File: src/gport_regs.svh
`ifndef GPORT_REGS_SVH
`define GPORT_REGS_SVH

// ----------------------------------------------------------------------------
// Status codes sent with the grant
// ----------------------------------------------------------------------------
`define ST_READ_LO 3'h0
`define ST_READ_HI 3'h1
`define ST_WRITE_LO 3'h2
`define ST_WRITE_HI 3'h3
`define ST_FRAME_GO 3'h7

// ----------------------------------------------------------------------------
// Widths, reset values and block sizing
// ----------------------------------------------------------------------------
`define AD_WIDTH 32
`define CBE_WIDTH 4
`define ST_WIDTH 3
`define WORDS_WIDTH 6
`define BLK_WIDTH 3
`define FW_BLOCK_BYTES 32
`define BYTES_PER_WORD 4
`define FW_BLOCK_WORDS (`FW_BLOCK_BYTES / `BYTES_PER_WORD)
`define SYNC_WIDTH 40
`define CBE_ALL_BYTES 4'h0
`define ST_RESET 3'h0

`endif

File: src/gport_pkg.sv
package gport_pkg;

  typedef enum logic [2:0] {
    S_IDLE,
    S_INIT_ADDR,
    S_INIT_DATA,
    S_INIT_END,
    S_TGT_DATA,
    S_TGT_END
  } port_state_type;

endpackage

File: src/gport_ctrl.sv
// How it works
// - Status 111 lets master start framed transactions.
// - Strobe 0 times low data and enables.
// - Strobe 1 times high data and enables.
// - Data source drives strobes in fast writes only; receiver leaves undriven.
// - Each strobe has a complementary partner.
// - As initiator, drive frame over whole access.
// - As target, capture address/command on first frame.
// - Fast writes are framed by driven frame.
// - Frame ignored while queued request modes selected.
// - Ready lines unused for enqueueing, used for data.
// - Initiator ready driven as initiator, sampled as target.
// - Target ready sampled as initiator, driven as target.
// - Fast write: ready with first word, no waits inside a block.
// - Fast write waits only at 32-byte block boundaries.
// - Grant and status driven together.
`include "gport_regs.svh"

module gport_ctrl
  import gport_pkg::*;
(
  // Clock and reset
  input wire logic core_clk,
  input wire logic resetn,
  // Port clock, sampled
  input wire logic port_clk,
  // Arbiter side
  input wire logic grant_req,
  input wire logic [`ST_WIDTH-1:0] grant_code,
  input wire logic queue_mode,
  // Initiator user side
  input wire logic init_start,
  input wire logic init_fast,
  input wire logic [`CBE_WIDTH-1:0] init_cmd,
  input wire logic [`AD_WIDTH-1:0] init_addr,
  input wire logic [`WORDS_WIDTH-1:0] init_words,
  input wire logic init_data_ready,
  input wire logic [`AD_WIDTH-1:0] init_data,
  output logic init_pop,
  output logic init_busy,
  output logic init_done,
  // Target user side
  output logic tgt_hit,
  output logic [`CBE_WIDTH-1:0] tgt_cmd,
  output logic [`AD_WIDTH-1:0] tgt_addr,
  output logic tgt_valid,
  output logic [`AD_WIDTH-1:0] tgt_data,
  output logic [`CBE_WIDTH-1:0] tgt_be_n,
  // Arbiter pins
  output logic grant_n,
  output logic [`ST_WIDTH-1:0] st,
  // Frame and ready pins
  input wire logic frame_n_in,
  output logic frame_n_out,
  output logic frame_oe,
  input wire logic port_initiator_ready_n_in,
  output logic port_initiator_ready_n_out,
  output logic port_initiator_ready_n_oe,
  input wire logic port_target_ready_n_in,
  output logic port_target_ready_n_out,
  output logic port_target_ready_n_oe,
  // Address/data pins
  input wire logic [`AD_WIDTH-1:0] ad_in,
  output logic [`AD_WIDTH-1:0] ad_out,
  output logic ad_oe,
  input wire logic [`CBE_WIDTH-1:0] cbe_n_in,
  output logic [`CBE_WIDTH-1:0] cbe_n_out,
  output logic cbe_oe,
  // Data strobe pins
  output logic ad_stb0,
  output logic ad_stb0_n,
  output logic ad_stb0_oe,
  output logic ad_stb1,
  output logic ad_stb1_n,
  output logic ad_stb1_oe
);

  function automatic logic is_init(input port_state_type s);
    is_init = (s == S_INIT_ADDR) || (s == S_INIT_DATA) || (s == S_INIT_END);
  endfunction

  function automatic logic is_tgt(input port_state_type s);
    is_tgt = (s == S_TGT_DATA) || (s == S_TGT_END);
  endfunction

  // --------------------------------------------------------------------------
  // Input synchronisers
  // --------------------------------------------------------------------------
  // Every pin input passes two flops; the port clock edge is found on the
  // second stage, so all pins are seen at the same instant as the edge.
  logic [`SYNC_WIDTH-1:0] sync1_q, sync2_q;
  logic pclk_prev_q;

  always_ff @(posedge core_clk or negedge resetn) begin
    if (!resetn) begin
      sync1_q <= '0;
      sync2_q <= '0;
      pclk_prev_q <= 1'b0;
    end else begin
      sync1_q <= {port_clk, frame_n_in, port_initiator_ready_n_in, port_target_ready_n_in, cbe_n_in, ad_in};
      sync2_q <= sync1_q;
      pclk_prev_q <= sync2_q[39];
    end
  end

  logic edge_s, frame_n_s, irdy_n_s, trdy_n_s;
  logic [`CBE_WIDTH-1:0] cbe_n_s;
  logic [`AD_WIDTH-1:0] ad_s;
  assign edge_s = sync2_q[39] & ~pclk_prev_q;
  assign frame_n_s = sync2_q[38];
  assign irdy_n_s = sync2_q[37];
  assign trdy_n_s = sync2_q[36];
  assign cbe_n_s = sync2_q[35:32];
  assign ad_s = sync2_q[31:0];

  // --------------------------------------------------------------------------
  // Transaction state
  // --------------------------------------------------------------------------
  port_state_type state_q, state_d;
  logic gnt_n_q, gnt_n_d, fast_q, fast_d;
  logic [`ST_WIDTH-1:0] st_q, st_d;
  logic frame_n_q, frame_n_d, frame_oe_q, frame_oe_d;
  logic irdy_n_q, irdy_n_d, trdy_n_q, trdy_n_d;
  logic [`AD_WIDTH-1:0] ad_q, ad_d, taddr_q, taddr_d, tdata_q, tdata_d;
  logic ad_oe_q, ad_oe_d;
  logic [`CBE_WIDTH-1:0] cbe_q, cbe_d, tcmd_q, tcmd_d, tbe_q, tbe_d;
  logic [`WORDS_WIDTH-1:0] left_q, left_d;
  logic [`BLK_WIDTH-1:0] blk_q, blk_d;
  logic pop_q, pop_d, done_q, done_d, hit_q, hit_d, tvalid_q, tvalid_d;
  logic phase_done;

  // A data phase completes when both ready lines are low at a port edge.
  // Ready lines are looked at here and in the target data state, never to enqueue requests.
  assign phase_done = edge_s && !irdy_n_q && !trdy_n_s;

  always_comb begin
    state_d = state_q;
    gnt_n_d = gnt_n_q;
    st_d = st_q;
    fast_d = fast_q;
    frame_n_d = frame_n_q;
    frame_oe_d = frame_oe_q;
    irdy_n_d = irdy_n_q;
    trdy_n_d = trdy_n_q;
    ad_d = ad_q;
    ad_oe_d = ad_oe_q;
    cbe_d = cbe_q;
    taddr_d = taddr_q;
    tcmd_d = tcmd_q;
    tdata_d = tdata_q;
    tbe_d = tbe_q;
    left_d = left_q;
    blk_d = blk_q;
    pop_d = 1'b0;
    done_d = 1'b0;
    hit_d = 1'b0;
    tvalid_d = 1'b0;
    if (edge_s) begin
      gnt_n_d = ~grant_req;
      st_d = grant_code;
      case (state_q)
        S_IDLE: begin
          if (init_start) begin
            state_d = S_INIT_ADDR;
            fast_d = init_fast;
            frame_n_d = 1'b0;
            frame_oe_d = 1'b1;
            irdy_n_d = 1'b1;
            ad_d = init_addr;
            ad_oe_d = 1'b1;
            cbe_d = init_cmd;
            left_d = init_words;
            blk_d = '0;
          end else if (!queue_mode && !frame_n_s) begin
            state_d = S_TGT_DATA;
            taddr_d = ad_s;
            tcmd_d = cbe_n_s;
            hit_d = 1'b1;
            trdy_n_d = 1'b0;
          end
        end
        S_INIT_ADDR: begin
          state_d = S_INIT_DATA;
          cbe_d = `CBE_ALL_BYTES;
          frame_n_d = (left_q == 6'h1);
          if (init_data_ready) begin
            irdy_n_d = 1'b0;
            ad_d = init_data;
            pop_d = 1'b1;
          end
        end
        S_INIT_DATA: begin
          if (phase_done) begin
            left_d = left_q - 6'h1;
            blk_d = blk_q + 3'h1;
            if (left_q == 6'h1) begin
              state_d = S_INIT_END;
              irdy_n_d = 1'b1;
              done_d = 1'b1;
            end else if (init_data_ready || (fast_q && blk_d != 3'h0)) begin
              ad_d = init_data;
              pop_d = 1'b1;
              frame_n_d = (left_q == 6'h2);
            end else begin
              irdy_n_d = 1'b1;
            end
          end else if (irdy_n_q && init_data_ready) begin
            irdy_n_d = 1'b0;
            ad_d = init_data;
            pop_d = 1'b1;
            frame_n_d = (left_q == 6'h1);
          end
          // A target pause with initiator ready low leaves every line standing until it is ready.
        end
        S_INIT_END: begin
          state_d = S_IDLE;
          frame_oe_d = 1'b0;
          ad_oe_d = 1'b0;
        end
        S_TGT_DATA: begin
          if (!irdy_n_s) begin
            tdata_d = ad_s;
            tbe_d = cbe_n_s;
            tvalid_d = 1'b1;
            if (frame_n_s) begin
              state_d = S_TGT_END;
              trdy_n_d = 1'b1;
            end
          end
        end
        S_TGT_END: begin
          state_d = S_IDLE;
        end
        default: begin
          state_d = S_IDLE;
        end
      endcase
    end
  end

  always_ff @(posedge core_clk or negedge resetn) begin
    if (!resetn) begin
      state_q <= S_IDLE;
      gnt_n_q <= 1'b1;
      st_q <= `ST_RESET;
      fast_q <= 1'b0;
      frame_n_q <= 1'b1;
      frame_oe_q <= 1'b0;
      irdy_n_q <= 1'b1;
      trdy_n_q <= 1'b1;
      ad_q <= '0;
      ad_oe_q <= 1'b0;
      cbe_q <= '0;
      taddr_q <= '0;
      tcmd_q <= '0;
      tdata_q <= '0;
      tbe_q <= '0;
      left_q <= '0;
      blk_q <= '0;
      pop_q <= 1'b0;
      done_q <= 1'b0;
      hit_q <= 1'b0;
      tvalid_q <= 1'b0;
    end else begin
      state_q <= state_d;
      gnt_n_q <= gnt_n_d;
      st_q <= st_d;
      fast_q <= fast_d;
      frame_n_q <= frame_n_d;
      frame_oe_q <= frame_oe_d;
      irdy_n_q <= irdy_n_d;
      trdy_n_q <= trdy_n_d;
      ad_q <= ad_d;
      ad_oe_q <= ad_oe_d;
      cbe_q <= cbe_d;
      taddr_q <= taddr_d;
      tcmd_q <= tcmd_d;
      tdata_q <= tdata_d;
      tbe_q <= tbe_d;
      left_q <= left_d;
      blk_q <= blk_d;
      pop_q <= pop_d;
      done_q <= done_d;
      hit_q <= hit_d;
      tvalid_q <= tvalid_d;
    end
  end

  // --------------------------------------------------------------------------
  // Data strobes
  // --------------------------------------------------------------------------
  // Strobes run only for fast writes, where the device sources the data.
  logic stb_src;
  assign stb_src = (state_q == S_INIT_DATA) && fast_q;

  gport_strobe_pair u_stb0 (
    .core_clk(core_clk),
    .resetn(resetn),
    .send(pop_q && stb_src),
    .source(stb_src),
    .stb(ad_stb0),
    .stb_n(ad_stb0_n),
    .stb_oe(ad_stb0_oe)
  );

  gport_strobe_pair u_stb1 (
    .core_clk(core_clk),
    .resetn(resetn),
    .send(pop_q && stb_src),
    .source(stb_src),
    .stb(ad_stb1),
    .stb_n(ad_stb1_n),
    .stb_oe(ad_stb1_oe)
  );

  assign grant_n = gnt_n_q;
  assign st = st_q;
  assign frame_n_out = frame_n_q;
  assign frame_oe = frame_oe_q;
  assign port_initiator_ready_n_out = irdy_n_q;
  assign port_initiator_ready_n_oe = is_init(state_q);
  assign port_target_ready_n_out = trdy_n_q;
  assign port_target_ready_n_oe = is_tgt(state_q);
  assign ad_out = ad_q;
  assign ad_oe = ad_oe_q;
  assign cbe_n_out = cbe_q;
  assign cbe_oe = ad_oe_q;
  assign init_pop = pop_q;
  assign init_busy = (state_q != S_IDLE);
  assign init_done = done_q;
  assign tgt_hit = hit_q;
  assign tgt_cmd = tcmd_q;
  assign tgt_addr = taddr_q;
  assign tgt_valid = tvalid_q;
  assign tgt_data = tdata_q;
  assign tgt_be_n = tbe_q;
endmodule // gport_ctrl

File: src/gport_strobe_pair.sv
module gport_strobe_pair (
  // Clock and reset
  input wire logic core_clk,
  input wire logic resetn,
  // Control
  input wire logic send,
  input wire logic source,
  // Strobe pins
  output logic stb,
  output logic stb_n,
  output logic stb_oe
);

  logic stb_q, stb_d;
  logic stb_n_q, stb_n_d;
  logic oe_q, oe_d;

  always_comb begin
    stb_d = stb_q;
    stb_n_d = stb_n_q;
    oe_d = source;
    if (send) begin
      stb_d = ~stb_q;
      stb_n_d = stb_q;
    end
  end

  always_ff @(posedge core_clk or negedge resetn) begin
    if (!resetn) begin
      stb_q <= 1'b0;
      stb_n_q <= 1'b1;
      oe_q <= 1'b0;
    end else begin
      stb_q <= stb_d;
      stb_n_q <= stb_n_d;
      oe_q <= oe_d;
    end
  end

  assign stb = stb_q;
  assign stb_n = stb_n_q;
  assign stb_oe = oe_q;
endmodule // gport_strobe_pair

File: config.mk
export PLATFORM = sky130hd
export DESIGN_NAME = gport_ctrl
export DESIGN_NICKNAME = d
export VERILOG_FILES = /design/src/gport_pkg.sv /design/src/gport_ctrl.sv /design/src/gport_strobe_pair.sv
export VERILOG_INCLUDE_DIRS = /design/src
export SDC_FILE = /design/constraint.sdc
export NUM_CORES = 1
export LEC_CHECK = 0
export ABC_AREA = 1
export BUFFER_PORTS_ARGS = -buffer_cell sky130_fd_sc_hd__clkbuf_2
export CAP_MARGIN = 15
export CORE_MARGIN = 2
export CORE_UTILIZATION = 50
export DETAILED_ROUTE_END_ITERATION = 6
export HOLD_SLACK_MARGIN = 0.15
export PLACE_DENSITY = 0.78
export SLEW_MARGIN = 20
export SYNTH_ARGS = -nofsm -noshare
export SYNTH_HDL_FRONTEND = slang
export SYNTH_SLANG_ARGS = --single-unit
File: constraint.sdc
create_clock -name core_clk -period 2.3 [get_ports core_clk]
set_clock_uncertainty 0.05 [all_clocks]
set_input_delay 0.115 -clock core_clk [delete_from_list [all_inputs] [get_ports core_clk]]
set_output_delay 0.115 -clock core_clk [all_outputs]
set_load 0.01 [all_outputs]
==> run_results.csv, run 1 <==
group,metric,value,unit
yosys,synth_top_area_share,0.6497,
place,portBuffers,254,
power,switchingPower,5.174,mW
place,placed_cell_area,9662,um^2
power,p_sw_frac,0.3510,
sta,fin_crit,2188,ps
sta,rsz0062_at_grt,"false",
clock_tree,cts_buffers,21,
routing,drt-total-wl,22.87,mm
clock_tree,clockRootBuffer,"clkbuf_16",
sta,fin_crit_sh,0.9513,
grt,grt_max_degree,89,
sta,final_hold_viol_count,0,
routing,routedWlPerCell,15.65,um
finish,design_area,11740,um^2
routing,drc_errors,0,
yosys,synth_top_area_cell,"dfrtp_1",
sta,setup_violations,0,
finish,drive_gt1_frac,0.2643,
floorplanning,ios,255,
clock_tree,cts_tree,"yes",
power,power_density,1256,nW/um^2
power,seqPwrFrac,0.387,
setup_path,path_class,"reg2reg",
sta,drv_slew,0,
sta,max-slew-margin-rel,0.5470,
power,power.leakage,6.341,nW
routing,vias_per_cell,4.909,
floorplanning,die_w,132.1,um
yosys,synth_warnings,0,
routing,ant_nets,0,
outcome,status,"finished, final reports clean",
clock_tree,numClockSinks,219,
clock_tree,cts_buffer_depth,3,
power,power.share.clock,0.265,
sta,fmax,457.1,MHz
power,peakVddDrop,0.6397,mV
routing,drt_first_pass_iters,5,
place,dp_slack,169.9,ps
floorplanning,die-area,17450,um^2
place,dp.cells,1300,
finish,num-nets-final,1361,
sta,hold_ws,232.2,ps
yosys,ys_types,29,
finish,syn2layout_area_growth,43.10,%
worst_hold_path,hold_path_class,"in2reg",
yosys,yosysSeqAreaShare,0.6689,
routing,vias,7172,
yosys,syn-num-nets,982,
sta,setup_tns,0,ps
clock_tree,htree_levels,1,
yosys,synthTopCellsByArea,"dfrtp_1 65%, nand2_1 18%, o21ai_0 3.7%, inv_1 2.8%, dfstp_2 1.9%",
clock_tree,path_clk_slew,70,ps
clock_tree,post_cts_buffers,0,
finish,antenna_cells,0,
grt,grt_pass1_vias,7365,
yosys,ys_seq_elements,219,
setup_path,cp_data_required_time,2670,ps
setup_path,end_kind,"flop",
grt,grt_pass1_wl,36.98,mm
sta,tightest_slew,678.5,ps
floorplanning,rows,46,
grt,gr-total-overflow,0,
floorplanning,die_height,132.1,um
sta,fin_ws,112.1,ps
clock_tree,clk_latency,480,ps
setup_path,start_kind,"flop",
floorplanning,start_util,0.5146,
grt,antenna_found_initial,0,
yosys,synthCells,853,
finish,fin_cells,1461,
grt,gr-usage-all-layers,0.2628,
place,hpwl,12.99,mm
place,place_congestion,0.9027,
floorplanning,core_area,15940,um^2
setup_path,cp_max_fo,34,
yosys,synth_area,8204,um^2
routing,drtIter0Drc,482,
power,intPower,9.567,mW
setup_path,worst-endpoint-arrival,2560,ps
yosys,synth.avg_cell_area,9.618,um^2
power,combPwrFrac,0.348,
flow_run,cap_viol_max_count,0,
power groups by stage:
stage               combinational, mW  sequential [mW]  clock [mW]
finish                           5.13             5.70        3.91
global route                     5.65             5.82        4.14
CTS                              4.87             5.67        3.96
detailed placement               4.23             5.69           0
global placement                 4.08             5.69           0
floorplan                        2.15             6.05           0
cell type report:
class                   count  area (um^2)
fillers                  1045         4203
repair buffers            389         2663
clock inverters            13        242.7
well taps                 216        270.3
inverters                  68        260.3
clock buffers              23        543.0
multi-input cells         533         2272
flip-flops and latches    219         5489
synth_stat cells, drive strengths merged:
master / number
xor2: 3
nor2: 28
o21ai: 63
and3: 1
dfstp: 6
inv: 68
a21o: 1
clkbuf: 10
nand2: 409
nor3: 1
ha: 5
a21oi: 7
dfrtp: 213
nand3: 12
nor4: 1
buf: 23
o22ai: 1
o211ai: 1
logic make-up (layout without fill, tap and decap cells):
group	after synthesis	in the layout	share of synthesized area
fa+ha+maj	5	5	0.007625
compound gates	73	73	0.04575
buf+inv	101	493	0.05673
xor+xnor	3	3	0.003203
flops	219	219	0.6689
simple gates	452	452	0.2178
cells in the final DEF (no fill, tap or decap), types with 6 or more instances in the layout:
| master | n |
|---|---|
| a21oi_1 | 6 |
| o21ai_0 | 60 |
| clkbuf_2 | 253 |
| inv_1 | 62 |
| nand3_1 | 11 |
| dfrtp_1 | 212 |
| dfstp_2 | 6 |
| bufinv_16 | 7 |
| nand2_1 | 403 |
| buf_4 | 7 |
| nor2_1 | 22 |
| dlygate4sd3_1 | 124 |
| clkbuf_16 | 21 |
state kept, by name (all words and copies together), names as in the netlist, 4 cells and up:
register	flops
left_q	6
sync2_q	40
tgt_be_n	4
cbe_n_out	4
tgt_addr	32
sync1_q	40
tgt_cmd	4
tgt_data	32
ad_out	32
critical path, stage by stage, from the launching register on:
cell	delay [ps]
dfrtp_1	460
nor2_2	170
nand2_4	170
nand2_4	160
buf_12	190
nand2_1	80
nand2_1	80
dlygate4sd3_1	580
nand2_1	70
nand2_1	80
per-stage QoR:
step                total power [mW]  utilization
detailed placement             9.919       0.6060
global placement               9.772       0.6060
floorplan                      8.198            -
finish                         14.74       0.7364
global route                   15.61       0.7364
CTS                            14.49       0.7349
worst paths after layout:
| check | slack (ps) | depth (start not counted) | from | end |
|---|---|---|---|---|
| worst max-delay path | 110 | 9 | state_q[0] | ad_out[19] |
| worst min-delay path | 230 | 2 | ad_in[1] | sync1_q[1] |
| worst max register to register | 110 | 9 | state_q[0] | ad_out[19] |
| worst min register to register | 300 | 0 | sync1_q[18] | sync2_q[18] |
| max in group asynchronous | 970 | 4 | resetn | sync1_q[16] |
| min in group asynchronous | 700 | 4 | resetn | tgt_addr[11] |
layer usage:
metal	vias to the layer above	GRT usage	wire length [um]
li1	3345	-	-
met1	3361	0.3281	8734
met2	399	0.4569	11260
met3	67	0.05652	2161
met4	0	0.08756	710
met5	-	0	0
repair_timing:
action                                  CTS  global route
hold buffers                            125             0
gates resized for setup                   0             7
hold endpoints to repair                307             0
endpoints found under the setup margin    0            32
Power figures use the tool's default switching activity.
==> run 2: changes to the inputs <==
--- a/config.mk
+++ b/config.mk
@@ -13,7 +13,7 @@
 export CORE_UTILIZATION = 50
 export DETAILED_ROUTE_END_ITERATION = 6
 export HOLD_SLACK_MARGIN = 0.15
-export PLACE_DENSITY = 0.78
+export PLACE_DENSITY = 0.87
 export SLEW_MARGIN = 20
 export SYNTH_ARGS = -nofsm -noshare
 export SYNTH_HDL_FRONTEND = slang
==> run 2 against run 1 <==
Compared with the run above:
- first-iteration DRC count rose by 9.8%
- global-route usage is 0.17 points higher
- design area is 0.58% higher
- clock-buffer cell count rose by 6
- power up 0.54%
- critical path depth unchanged
- sequential power hardly changed
==> run_results.csv, run 2 (synthesis results as in run 1) <==
group,metric,value,unit
outcome,status,"finished, final reports clean",
setup_path,start_kind,"flop",
sta,setup_tns,0,ps
finish,multi_input_area,2270,um^2
setup_path,cp_max_fo,34,
routing,drt-total-wl,23.09,mm
finish,fill_cells,977,
finish,final_common_cell,"nand2_1",
sta,fin_crit_sh,0.9621,
sta,tightest_slew,714.1,ps
clock_tree,clk_latency,500,ps
setup_path,crit_family,"simple AND/OR/NAND/NOR gates",
power,power.leakage,6.378,nW
setup_path,slowest_delay,570,ps
floorplanning,die-area,17450,um^2
setup_path,end_kind,"flop",
floorplanning,start_util,0.5146,
routing,routedWlPerCell,15.69,um
floorplanning,ios,255,
clock_tree,htree_levels,1,
finish,regArea,5488,um^2
sta,fmax,451.9,MHz
finish,syn2layout_area_growth,43.92,%
sta,rsz0062_at_grt,"false",
finish,design_area,11810,um^2
place,portBuffers,254,
place,hpwl,13.34,mm
power,power_density,1255,nW/um^2
power,p_total,14.82,mW
sta,hold_ws,190.6,ps
sta,final_hold_viol_count,0,
floorplanning,core_area,15940,um^2
routing,drtIter0Drc,529,
floorplanning,rows,46,
routing,drt_first_pass_iters,7,
finish,drive_gt1_frac,0.2685,
grt,grt_max_degree,89,
routing,ant_nets,0,
finish,top_regs,"sync1_q: 40 flops, sync2_q: 40 flops",
finish,mostFrequentLayoutCells,"403 x nand2_1, 253 x clkbuf_2, 213 x dfrtp_1, 124 x dlygate4sd3_1, 62 x inv_1",
sta,max-slew-margin-rel,0.5233,
clock_tree,cts_tree,"yes",
floorplanning,die_w,132.1,um
sta,setup_violations,0,
grt,antenna_found_initial,2,
routing,vias,7356,
setup_path,path_class,"reg2reg",
setup_path,cp_data_required_time,2690,ps
clock_tree,clockRootBuffer,"clkbuf_16",
place,placed_cell_area,9674,um^2
grt,grt_pass1_vias,7419,
sta,drv_slew,0,
power,peakVddDrop,0.9209,mV
place,place_congestion,0.8650,
worst_hold_path,hold_path_class,"in2async",
grt,gr-total-overflow,0,
routing,drc_errors,0,
setup_path,path_buf_inv,2,
floorplanning,die_height,132.1,um
flow_run,cap_viol_max_count,0,
sta,fin_crit,2213,ps
setup_path,path_cells,"nor2_1 > nand2_4 > nand2_4 > buf_8 > nand2_1 > nand2_1 > dlygate4sd3_1 > nand2_1 > nand2_1",
setup_path,worst-endpoint-arrival,2600,ps
grt,grt_pass1_wl,37.49,mm
setup_path,crit_top_cell,"nand2_1",
routing,vias_per_cell,4.997,
clock_tree,cts_buffer_depth,3,
finish,num-nets-final,1369,
clock_tree,path_clk_slew,60,ps
clock_tree,numClockSinks,219,
grt,gr-usage-all-layers,0.2644,
setup_path,critPathSlowestCell,"dlygate4sd3_1",
clock_tree,cts_buffers,22,
[run 2: cell types whose count changed in the layout (fill, tap and decap cells not counted), moves of 2 or more]
cell / previous run / this run
clkinv_2: 5 / 3
buf_4: 7 / 14
clkbuf_8: 1 / 5
clkbuf_16: 21 / 23
bufinv_16: 7 / 4
[run 2: final cells by class]
class,count,share of cell area
Sequential cell,219,0.4648
Timing Repair Buffer,396,0.2289
Multi-Input combinational cell,533,0.1922
Clock buffer,29,0.05489
Tap cell,216,0.02289
Inverter,68,0.02204
Clock inverter,10,0.01409
Antenna cell,1,0.0002119
[run 2: worst paths after layout]
| path | slack (ps) | cells past startpoint | endpoint | start |
|---|---|---|---|---|
| hold / removal | 190 | 2 | tgt_data[7] | resetn |
| min in group core_clk | 210 | 2 | sync1_q[34] | cbe_n_in[2] |
| max in group asynchronous | 1260 | 3 | sync2_q[23] | resetn |
| setup reg to reg | 90 | 9 | ad_out[23] | state_q[2] |
| setup / recovery | 90 | 9 | ad_out[23] | state_q[2] |
| hold reg to reg | 290 | 0 | sync2_q[31] | sync1_q[31] |
[run 2: timing repair]
action | CTS | global route
hold endpoints to repair | 314 | 0
hold buffers | 124 | 0
setup endpoints to repair | 0 | 32
gates resized for setup | 0 | 4
buffers inserted | 0 | 8
[run 2: where the power goes]
group | switching, mW | internal, mW | leakage (nW)
clock | 1.48 | 2.44 | 0.396
combinational | 3.10 | 2.09 | 3.33
sequential | 0.741 | 4.97 | 2.65
total | 5.32 | 9.50 | 6.38
[run 2: stage by stage]
step           instances  setup WS, ps  utilization
5_1_grt             1471         2.607       0.7405
4_1_cts             1463         21.05       0.7358
3_3_place_gp        1300         305.5       0.6068
3_5_place_dp        1300         169.6       0.6068
6_report            1472         87.27       0.7406
2_1_floorplan        853         671.1            -
[run 2: layer usage]
layer	up-vias	part of all wire	global-route usage
met2	432	0.49	0.4505
li1	3377	-	-
met3	83	0.089	0.05152
met5	-	0.00056	0
met1	3462	0.39	0.3381
met4	2	0.037	0.09783
